--- src/optstrap_pkg.sv ---
// constants and carrier types for the option strap control logic
// assumes one processor clock; straps and secondary switches arrive active low, console switches active high
// What this block does
// default: power-fail, console, trap interrupts need global enable on
// independent strap: processor interrupts need only their own enables
// strap grounded: power-fail, console gated by own enables; trap ungated
// offset adds 0x100 to shifted vectors; power-up and other vectors never move
// high offset strap shifts power-fail, console, trap, both user levels
// low offset strap shifts terminal and clock option vectors independently
// sense word is four bits, jumper zero is lsb, jumper three msb
// grounded jumper reads 1, open jumper reads 0
// sense word takes part in sense reads only while enable strap grounded
// answer sense-to-accumulator 0x5801 and sense-to-index 0x5a01
// integrator leaves jumper sense disabled when a real console is fitted
// secondary sense, reset, int inputs mirror console switches, active low
// external party holds secondary reset low at least 5 us
// secondary sense is a level held low while sense is active
// each secondary switch is ORed with its console switch
// four stretch straps select one of 16 stretch settings
// stretch step 200 ns slow variant, 100 ns fast variant
// binary code, strap bit3 msb, grounded is 1; stretch is code times step
// any nonzero stretch lengthens every bus transfer
// inputs active low, two-flop synchronised, stretch in whole clock cycles
// secondary reset drives system reset after minimum low time
package optstrap_pkg;

    localparam int          CLK_PERIOD_NS    = 100;
    localparam int          SLOW_STEP_NS     = 200;
    localparam int          FAST_STEP_NS     = 100;
    localparam int          SLOW_STEP_CYC    =
        (SLOW_STEP_NS + CLK_PERIOD_NS - 1) / CLK_PERIOD_NS;
    localparam int          FAST_STEP_CYC    =
        (FAST_STEP_NS + CLK_PERIOD_NS - 1) / CLK_PERIOD_NS;
    localparam int          RESET_MIN_US     = 5;
    localparam int          RESET_MIN_CYC    = (RESET_MIN_US * 1000
                                               + CLK_PERIOD_NS - 1)
                                               / CLK_PERIOD_NS;
    localparam logic [15:0] VEC_OFFSET       = 16'h0100;
    localparam logic [15:0] INSTR_SENSE_ACC  = 16'h5801;
    localparam logic [15:0] INSTR_SENSE_IDX  = 16'h5a01;
    localparam logic [3:0]  STRETCH_MAX_CODE = 4'hf;

    // vector classes the processor asks to be mapped
    typedef enum logic [2:0] {
        VEC_POWER_UP  = 3'b000,
        VEC_HIGH_PROC = 3'b001,
        VEC_HIGH_USER = 3'b010,
        VEC_LOW_OPT   = 3'b011,
        VEC_OTHER     = 3'b100
    } vec_class_t;

    typedef enum logic [1:0] {
        ST_IDLE    = 2'b00,
        ST_STRETCH = 2'b01,
        ST_DONE    = 2'b10
    } io_state_t;

    // synchronised, active-high copies of the pins
    typedef struct packed {
        logic       indep;
        logic       high_shift;
        logic       low_shift;
        logic       sense_en;
        logic [3:0] jumpers;
        logic       sec_sense;
        logic       sec_reset;
        logic       sec_int;
        logic [3:0] stretch;
    } straps_t;

    // processor-side interrupt requests and enables
    typedef struct packed {
        logic pf_req;
        logic con_req;
        logic trap_req;
        logic global_en;
        logic pf_en_instr;
        logic pf_dis_instr;
        logic con_en_instr;
        logic con_dis_instr;
    } irq_in_t;

    typedef struct packed {
        logic pf_take;
        logic con_take;
        logic trap_take;
    } irq_out_t;

    typedef struct packed {
        logic       sense_valid;
        logic       to_acc;
        logic       to_idx;
        logic [3:0] sense_word;
    } sense_out_t;

endpackage

--- src/optstrap_ctrl.sv ---
// option strap control logic: interrupt gating, vector shift, jumper
// sense word, secondary switches and i/o transfer stretch
// assumes processor-side strobes are synchronous one-cycle pulses
`timescale 1ns/1ps
`default_nettype none
module optstrap_ctrl #(
    parameter bit FAST_VARIANT  = 1'b0,
    parameter int RESET_CYCLES  = optstrap_pkg::RESET_MIN_CYC
) (
    input  wire logic                     CLK,            // processor clock
    input  wire logic                     RESETN,         // async reset, low
    input  wire logic                     INDEP_N,        // independent strap
    input  wire logic                     HIGH_SHIFT_N,   // high vector shift
    input  wire logic                     LOW_SHIFT_N,    // low vector shift
    input  wire logic                     SENSE_EN_N,     // jumper enable
    input  wire logic [3:0]               JUMPER_N,       // sense jumpers
    input  wire logic                     SEC_SENSE_N,    // secondary sense
    input  wire logic                     SEC_RESET_N,    // secondary reset
    input  wire logic                     SEC_INT_N,      // secondary interrupt
    input  wire logic [3:0]               STRETCH_N,      // stretch straps
    input  wire logic                     CON_SENSE,      // console sense sw
    input  wire logic                     CON_RESET,      // console reset sw
    input  wire logic                     CON_INT,        // console int sw
    input  wire optstrap_pkg::irq_in_t    IRQ_IN,         // irq requests
    input  wire optstrap_pkg::vec_class_t VEC_CLASS,      // vector class
    input  wire logic [15:0]              VEC_IN,         // base vector
    input  wire logic                     INSTR_VALID,    // instr strobe
    input  wire logic [15:0]              INSTR,          // instr word
    input  wire logic                     IO_START,       // bus transfer start
    output optstrap_pkg::irq_out_t        IRQ_OUT,        // irq recognised
    output logic [15:0]                   VEC_OUT,        // mapped vector
    output optstrap_pkg::sense_out_t      SENSE_OUT,      // sense read answer
    output logic                          SENSE_SWITCH,   // merged sense
    output logic                          INT_SWITCH,     // merged interrupt
    output logic                          SYS_RESET,      // sync system reset
    output logic                          IO_DONE,        // transfer may end
    output logic                          IO_BUSY         // stretch running
);
    import optstrap_pkg::*;

    localparam int STEP_CYC  = FAST_VARIANT ? FAST_STEP_CYC : SLOW_STEP_CYC;
    localparam int CNT_W     = 16;

    // refuse counts that the 16-bit counters cannot hold
    if (RESET_CYCLES < 1 || RESET_CYCLES > 65535 ||
        STEP_CYC * 15 > 65535) begin
        $error("optstrap_ctrl: counts do not fit counter width");
    end

    typedef struct packed {
        logic [1:0]       rst_sync;
        straps_t          s1;
        straps_t          s2;
        logic             pf_en;
        logic             con_en;
        logic [CNT_W-1:0] rst_cnt;
        logic             sys_reset;
        io_state_t        io_state;
        logic [CNT_W-1:0] io_cnt;
        logic [15:0]      vec;
        sense_out_t       sense;
        irq_out_t         irq;
        logic             sense_sw;
        logic             int_sw;
    } state_t;

    state_t st;
    state_t next_st;
    logic   rst_n;

    // stretch cycles for a given strap code
    function automatic logic [CNT_W-1:0] stretch_cycles(input logic [3:0] c);
        stretch_cycles = CNT_W'(c) * CNT_W'(STEP_CYC);
    endfunction

    // reset release through two flops; only the second is used
    assign rst_n = st.rst_sync[1];

    always_comb begin
        next_st          = st;
        next_st.rst_sync = {st.rst_sync[0], 1'b1};
        // invert to active high, first flop feeds only the second
        next_st.s1 = '{indep:      ~INDEP_N,
                       high_shift: ~HIGH_SHIFT_N,
                       low_shift:  ~LOW_SHIFT_N,
                       sense_en:   ~SENSE_EN_N,
                       jumpers:    ~JUMPER_N,
                       sec_sense:  ~SEC_SENSE_N,
                       sec_reset:  ~SEC_RESET_N,
                       sec_int:    ~SEC_INT_N,
                       stretch:    ~STRETCH_N};
        next_st.s2 = st.s1;

        // per-interrupt enables for the independent mode
        if (IRQ_IN.pf_en_instr) begin
            next_st.pf_en = 1'b1;
        end else if (IRQ_IN.pf_dis_instr) begin
            next_st.pf_en = 1'b0;
        end
        if (IRQ_IN.con_en_instr) begin
            next_st.con_en = 1'b1;
        end else if (IRQ_IN.con_dis_instr) begin
            next_st.con_en = 1'b0;
        end

        if (st.s2.indep) begin
            // trap has no enable of its own beyond the instruction
            next_st.irq.pf_take   = IRQ_IN.pf_req && st.pf_en;
            next_st.irq.con_take  = IRQ_IN.con_req && st.con_en;
            next_st.irq.trap_take = IRQ_IN.trap_req;
        end else begin
            next_st.irq.pf_take   = IRQ_IN.pf_req && IRQ_IN.global_en;
            next_st.irq.con_take  = IRQ_IN.con_req && IRQ_IN.global_en;
            next_st.irq.trap_take = IRQ_IN.trap_req && IRQ_IN.global_en;
        end

        // vector relocation
        next_st.vec = VEC_IN;
        case (VEC_CLASS)
            VEC_HIGH_PROC, VEC_HIGH_USER: begin
                if (st.s2.high_shift) begin
                    next_st.vec = VEC_IN + VEC_OFFSET;
                end
            end
            VEC_LOW_OPT: begin
                if (st.s2.low_shift) begin
                    next_st.vec = VEC_IN + VEC_OFFSET;
                end
            end
            default: begin
                next_st.vec = VEC_IN;
            end
        endcase

        // jumper sense word answers only while enabled
        next_st.sense.to_acc     = INSTR_VALID && st.s2.sense_en &&
                                   INSTR == INSTR_SENSE_ACC;
        next_st.sense.to_idx     = INSTR_VALID && st.s2.sense_en &&
                                   INSTR == INSTR_SENSE_IDX;
        next_st.sense.sense_valid = next_st.sense.to_acc ||
                                    next_st.sense.to_idx;
        next_st.sense.sense_word = st.s2.sense_en ?
                                   st.s2.jumpers : 4'h0;

        next_st.sense_sw = CON_SENSE || st.s2.sec_sense;
        next_st.int_sw   = CON_INT || st.s2.sec_int;

        // secondary reset qualified by its minimum low time
        if (st.s2.sec_reset) begin
            if (st.rst_cnt < CNT_W'(RESET_CYCLES)) begin
                next_st.rst_cnt = st.rst_cnt + 16'h0001;
            end
        end else begin
            next_st.rst_cnt = '0;
        end
        next_st.sys_reset = CON_RESET ||
                            (st.s2.sec_reset &&
                             st.rst_cnt >= CNT_W'(RESET_CYCLES) - 16'h0001);

        // every transfer is stretched by the same strap code
        case (st.io_state)
            ST_IDLE: begin
                if (IO_START) begin
                    next_st.io_cnt = stretch_cycles(st.s2.stretch);
                    next_st.io_state = ST_STRETCH;
                end
            end
            ST_STRETCH: begin
                if (st.io_cnt == '0) begin
                    next_st.io_state = ST_DONE;
                end else begin
                    next_st.io_cnt = st.io_cnt - 16'h0001;
                end
            end
            ST_DONE: begin
                next_st.io_state = ST_IDLE;
            end
            default: begin
                next_st.io_state = ST_IDLE;
            end
        endcase

        // hold all but the reset flops until the released copy is high;
        // one register process keeps the state a single driver
        if (!rst_n) begin
            next_st          = '0;
            next_st.rst_sync = {st.rst_sync[0], 1'b1};
        end
    end

    always_ff @(posedge CLK or negedge RESETN) begin
        if (!RESETN) begin
            st <= '0;
        end else begin
            st <= next_st;
        end
    end

    assign IRQ_OUT      = st.irq;
    assign VEC_OUT      = st.vec;
    assign SENSE_OUT    = st.sense;
    assign SENSE_SWITCH = st.sense_sw;
    assign INT_SWITCH   = st.int_sw;
    assign SYS_RESET    = st.sys_reset;
    assign IO_DONE      = st.io_state == ST_DONE;
    assign IO_BUSY      = st.io_state == ST_STRETCH;
endmodule
`default_nettype wire

--- config.mk ---
export PLATFORM = sky130hd
export DESIGN_NAME = optstrap_ctrl
export DESIGN_NICKNAME = d
export VERILOG_FILES = /design/src/optstrap_pkg.sv /design/src/optstrap_ctrl.sv
export SDC_FILE = /design/constraint.sdc
export NUM_CORES = 1
export LEC_CHECK = 0
export BUFFER_PORTS_ARGS = -buffer_cell sky130_fd_sc_hd__buf_4
export CORE_UTILIZATION = 30
export CTS_CLUSTER_SIZE = 8
export DETAILED_ROUTE_END_ITERATION = 12
export GPL_TIMING_DRIVEN = 0
export HOLD_SLACK_MARGIN = 0.02
export PLACE_DENSITY_LB_ADDON = 0.05
export SLEW_MARGIN = 20
export SYNTH_ARGS = -nofsm -noshare
export SYNTH_HDL_FRONTEND = slang
export SYNTH_SLANG_ARGS = --single-unit
--- constraint.sdc ---
create_clock -name CLK -period 2.3 [get_ports CLK]
set_clock_uncertainty 0.15 [all_clocks]
set_input_delay 0.46 -clock CLK [delete_from_list [all_inputs] [get_ports CLK]]
set_output_delay 0.46 -clock CLK [all_outputs]
set_load 0.01 [all_outputs]
======== Word-level counts from Yosys, hierarchy flattened ========
Index checks and enable logic that the tools add are counted.
word-level totals
  bits in registers ....................... 97
  input port bits ......................... 65
  output and inout bits ................... 31
  logic and storage cells ................. 98
operators by class
  add/subtract/negate cells ............... 3
  magnitude comparators ................... 2
  equality and inequality tests ........... 14
  multiplexer cells ....................... 17
  bitwise logic cells ..................... 9
  reductions and logical operators ........ 18
operators with widths
  operator                                                                       number
  95-bit two-way mux                                                             1
  16-bit two-way mux                                                             5
  16-bit one-hot mux with 2 select lines                                         2
  16-bit by 15-bit == test with 1-bit output, second input constant              2
  18-bit two-way mux                                                             1
  16-bit by 1-bit adder with 16-bit output, second input constant                1
  16-bit by 9-bit adder with 16-bit output, second input constant                1
  16-bit by 6-bit >= comparator with 1-bit output, second input constant         1
  16-bit logical NOT                                                             1
  16-bit by 6-bit less-than comparator with 1-bit output, second input constant  1
  16-bit by 1-bit subtractor with 16-bit output, second input constant           1
  3-bit inequality test, second input constant                                   4
  1-bit logical AND                                                              9
  3-bit by 2-bit inequality test with 1-bit output, second input constant        3
  4-bit inverter                                                                 2
  1-bit inverter                                                                 7
  3-bit by 2-bit == test with 1-bit output, second input constant                2
  1-bit logical OR                                                               4
  1-bit two-way mux                                                              4
  4-bit two-way mux                                                              1
  2-bit one-hot mux with 2 select lines                                          1
  3-bit by 1-bit == test with 1-bit output, second input constant                1
  3-bit two-way mux                                                              1
  3-bit AND reduction                                                            1
  6 further kinds                                                                6

======== Logic depth before layout (Yosys ltp) ========
  word-level depth ........................ 4
  depth in mapped cells ................... 7
  gate-level depth less buffers ........... 6

======== Worst setup path before layout ========
Ideal clock, no wire load.
  kind .................................... flip-flop to flip-flop
  start ................................... reg st[28] in the netlist's numbering
  end ..................................... reg st[38] in the netlist's numbering
  data arrival time ....................... 1,946 ps
  path slack .............................. 81 ps
  stages on the path, launching flop included .. 8
  buffers on the path ..................... 1
  clock period less this slack ............ 2,219 ps
  cells stage by stage .................... dfrtp_1 > inv_1 > ha_1 > or3b_2 > nor3_1 > clkbuf_1 > nor3_1 > o221a_2
between the ends
  longest elaborated chain between the ends .. 4
  elaborated cells on any way between the ends .. 7
  those cells by class .................... 1 x add/sub; 1 x eq/ne; 3 x mux; 2 x reduce/logical
ends and longest elaborated chain
  element                                        RTL line              text
  from (decl)                                    optstrap_ctrl.sv:67   state_t st;
  from (signal assigned)                         optstrap_ctrl.sv:195  st <= next_st;
  16-bit by 1-bit subtractor with 16-bit output  optstrap_ctrl.sv:172  next_st.io_cnt = st.io_cnt - 16'h0001;
  16-bit two-way mux                             optstrap_ctrl.sv:169  if (st.io_cnt == '0) begin
  16-bit one-hot mux with 2 select lines         optstrap_ctrl.sv:161  case (st.io_state)
  95-bit two-way mux                             optstrap_ctrl.sv:185  if (!rst_n) begin
Parallel ways exist; a longest one is shown, timed or not. The select of a mux whose other input is x is not followed.
A chain may end at the register's enable or synchronous reset.

======== Worst setup path in the final report ========
  start ................................... reg st[37] in the netlist's numbering
  end ..................................... reg st[40] in the netlist's numbering
The elaborated chain is that of the path after synthesis.

==> results.toml <==
[global_routing]
grt_max_degree = 98
globalRoute.totalOverflow = 0
grt_pass1_wl_um = 15620
grt.total_usage_pct = 13.86
grt_antenna_before_repair = 0
grt_pass1_vias = 3166

[routing]
wl_per_cell_um = 13.50
drcViolationCount = 0
vias = 3124
ant_nets = 0
drt_wl_total_um = 9165
drt_iter0_drc = 182
vias_per_cell = 4.601
dr.pass1.iters = 4

[placement]
gp_congestion = 0.7610
dpl.cell_count = 663
portBuffers = 95
placed_area_um2 = 5161
place_hpwl_um = 6480

[logic_synthesis]
synth_top_family_by_area = "simple AND/OR/NAND/NOR gates"
synth.net_count = 463
synth-main-ff-cell = "dfrtp_1"
ys_ff_latch = 97
netlist-cell-type-count = 45
synthAdderAreaFrac_pct = 1.777
synth_seq_area_share_pct = 57.46
synth_warnings = 0
muxShareOfSynthArea_pct = 2.162
synthXorXnorAreaFrac_pct = 0.2073
syn_area_per_cell_um2 = 10.78
synth-edff-count = 0
syn_inst = 392
synth_area_leaders = "dfrtp_1 (57%), buf_4 (4.6%), and2_1 (3.7%)"
yosysTopAreaCell = "dfrtp_1"
netlist_area_um2 = 4224
ys_async_sr_fraction_pct = 100.0
synth_compound_area_share_pct = 9.479
synth_top_area_share_pct = 57.46
synthSimpleGateAreaFrac_pct = 21.62

[power_and_ir_drop]
ir_worst_vdd_v = 0.0004180
totalPowerFinal_mw = 5.302
p_per_area_nw_per_um2 = 962.3
p_leak_nw = 2.683

[floorplan]
ios = 96
dieHeight_um = 120.7
core_area_um2 = 13510
dieArea_um2 = 14560
initial_core_util_pct = 31.28
die_w_um = 120.7
placementRows = 42

[layout]
diodes = 0
final-seq-area_um2 = 2427
fillCellCount = 1343
final_cell_count_no_fill = 679
final_cell_mix = "buf_4 (120), dfrtp_1 (97), nor2_1 (29)"
post-route-util_pct = 40.79
multi_input_area_um2 = 1539
area_delta_synth_final_pct = 30.42
final_cell_area_um2 = 5509
final_common_cell = "buf_4"
drive_gt1_share_pct = 30.42
nets = 569

[clock_network]
clock_latency_ps = 340
hold_buffers = 0
cts_tree = "built"
cts.clk_slew.worst_paths_ps = 60
cts_buffer_depth = 2
h-tree-depth = 3
cts_root_buf = "clkbuf_16"
numCtsBuffers = 9
clkSinkCount = 97

[critical_path]
crit_chain = "or4_4, or3_4, or4_1, a21oi_1"
cp_top_family = "simple AND/OR/NAND/NOR gates"
cp_data_arrival_time_ps = 2340
crit_buf_inv = 0
cp.required_ps = 2410
crit_fanout = 6
crit_type = "reg2reg"
critPathLaunchType = "register"
crit_path_end_kind = "register"
cp_slowest_cell = "or4_4"
cp_slowest_stage_delay_ps = 600

[timing]
min_period_ps = 2231
slew_headroom_pct = 40.66
clock.fmax_mhz = 448.3
setup_viol = 0
period_share_pct = 96.99
rsz0062_at_grt = "no"
finalMaxSlewViolations = 0
tightest_slew_ps = 890.1
setup_tns_ps = 0
hold_viol = 0

[worst_hold_path]
hp-class = "in2async"

[job]
max-cap-violations = 0

[status]
status = "finished, final reports clean"
[power by group]
part / switching (mW) / internal (mW)
Sequential: 0.164 / 1.88
Clock: 0.619 / 0.875
Combinational: 0.955 / 0.804
Total: 1.74 / 3.56
[what timing repair did]
action,in CTS,in global routing
setup endpoints to repair,10,13
pin swaps,0,1
setup buffers,0,0
resized for setup,2,12
[final timing paths]
path / startpoint / to / slack [ps] / cells past startpoint
max in group asynchronous: RESETN / st[36] / 1340 / 1
hold / removal: RESETN / VEC_OUT[8] / 30 / 1
hold reg to reg: st[95] / rst_n / 200 / 0
min in group CLK: STRETCH_N[3] / st[83] / 100 / 2
setup / recovery: st[37] / st[40] / 70 / 4
setup reg to reg: st[37] / st[40] / 70 / 4
[stage by stage]
step                setup slack, ps  hold slack (ps)
finish                        69.23            30.43
global route                  4.015            86.35
CTS                           19.02            88.08
detailed placement           -204.4            187.1
global placement             -221.4            184.1
floorplan                     81.05            14.41
[cell usage after synthesis, drive strengths merged, types with 2 or more instances]
master and instances:
nand4 2, and2 25, clkbuf 11, nor4b 2, nor4bb 2, nor3 11
dfrtp 97, and3 15, o21ai 12, o2111ai 2, nand2 16, mux2i 8
or3b 3, or4 11, a21oi 28, a211o 3, nor2 29, o31ai 7
buf 28, nor4 11, nand2b 5, inv 16, nand3 8, or3 12
o21bai 3, ha 6, o22ai 4, nand3b 2
[state kept, by name, summed over array words and instances, names as in the netlist]
| signal | flops |
|---|---|
| st | 67 |
| VEC_OUT | 16 |
| SENSE_OUT | 7 |
| IRQ_OUT | 3 |
| INT_SWITCH | 1 |
| SENSE_SWITCH | 1 |
| SYS_RESET | 1 |
| rst_n | 1 |
[layout make-up]
cell class | instances | share of cell area (%)
sequential | 97 | 44.06
multi-input combinational | 240 | 27.94
timing repair buffer | 95 | 13.01
buffer | 39 | 4.497
clock buffer | 12 | 4.474
tap | 176 | 3.997
inverter | 16 | 1.090
clock inverter | 4 | 0.9312
[worst reg2reg max path, delay by kind of cell, from the launching register on]
| family | cells | cell delay (ps) |
|---|---|---|
| flip-flops | 1 | 400 |
| AND/OR/NAND/NOR | 3 | 1460 |
| AO/OA/AOI/OAI | 1 | 150 |
[logic make-up after synthesis]
family	after synthesis
AND/OR/NAND/NOR	158
flip-flops	97
AO/OA/AOI/OAI	65
buffers and inverters	55
multiplexers	9
adder cells (fa/ha/maj)	6
other	1
XOR/XNOR	1
[per-layer routing]
metal  up-vias  global-route usage (%)  share of wire (%)
li1       1559                       -                  -
met1      1508                   17.94                 47
met2        52                   21.95                 47
met3         5                   4.906                4.8
met4         0                   3.627               0.96
met5         -                       0                  0
No activity file was read; power rests on OpenSTA's default activity.
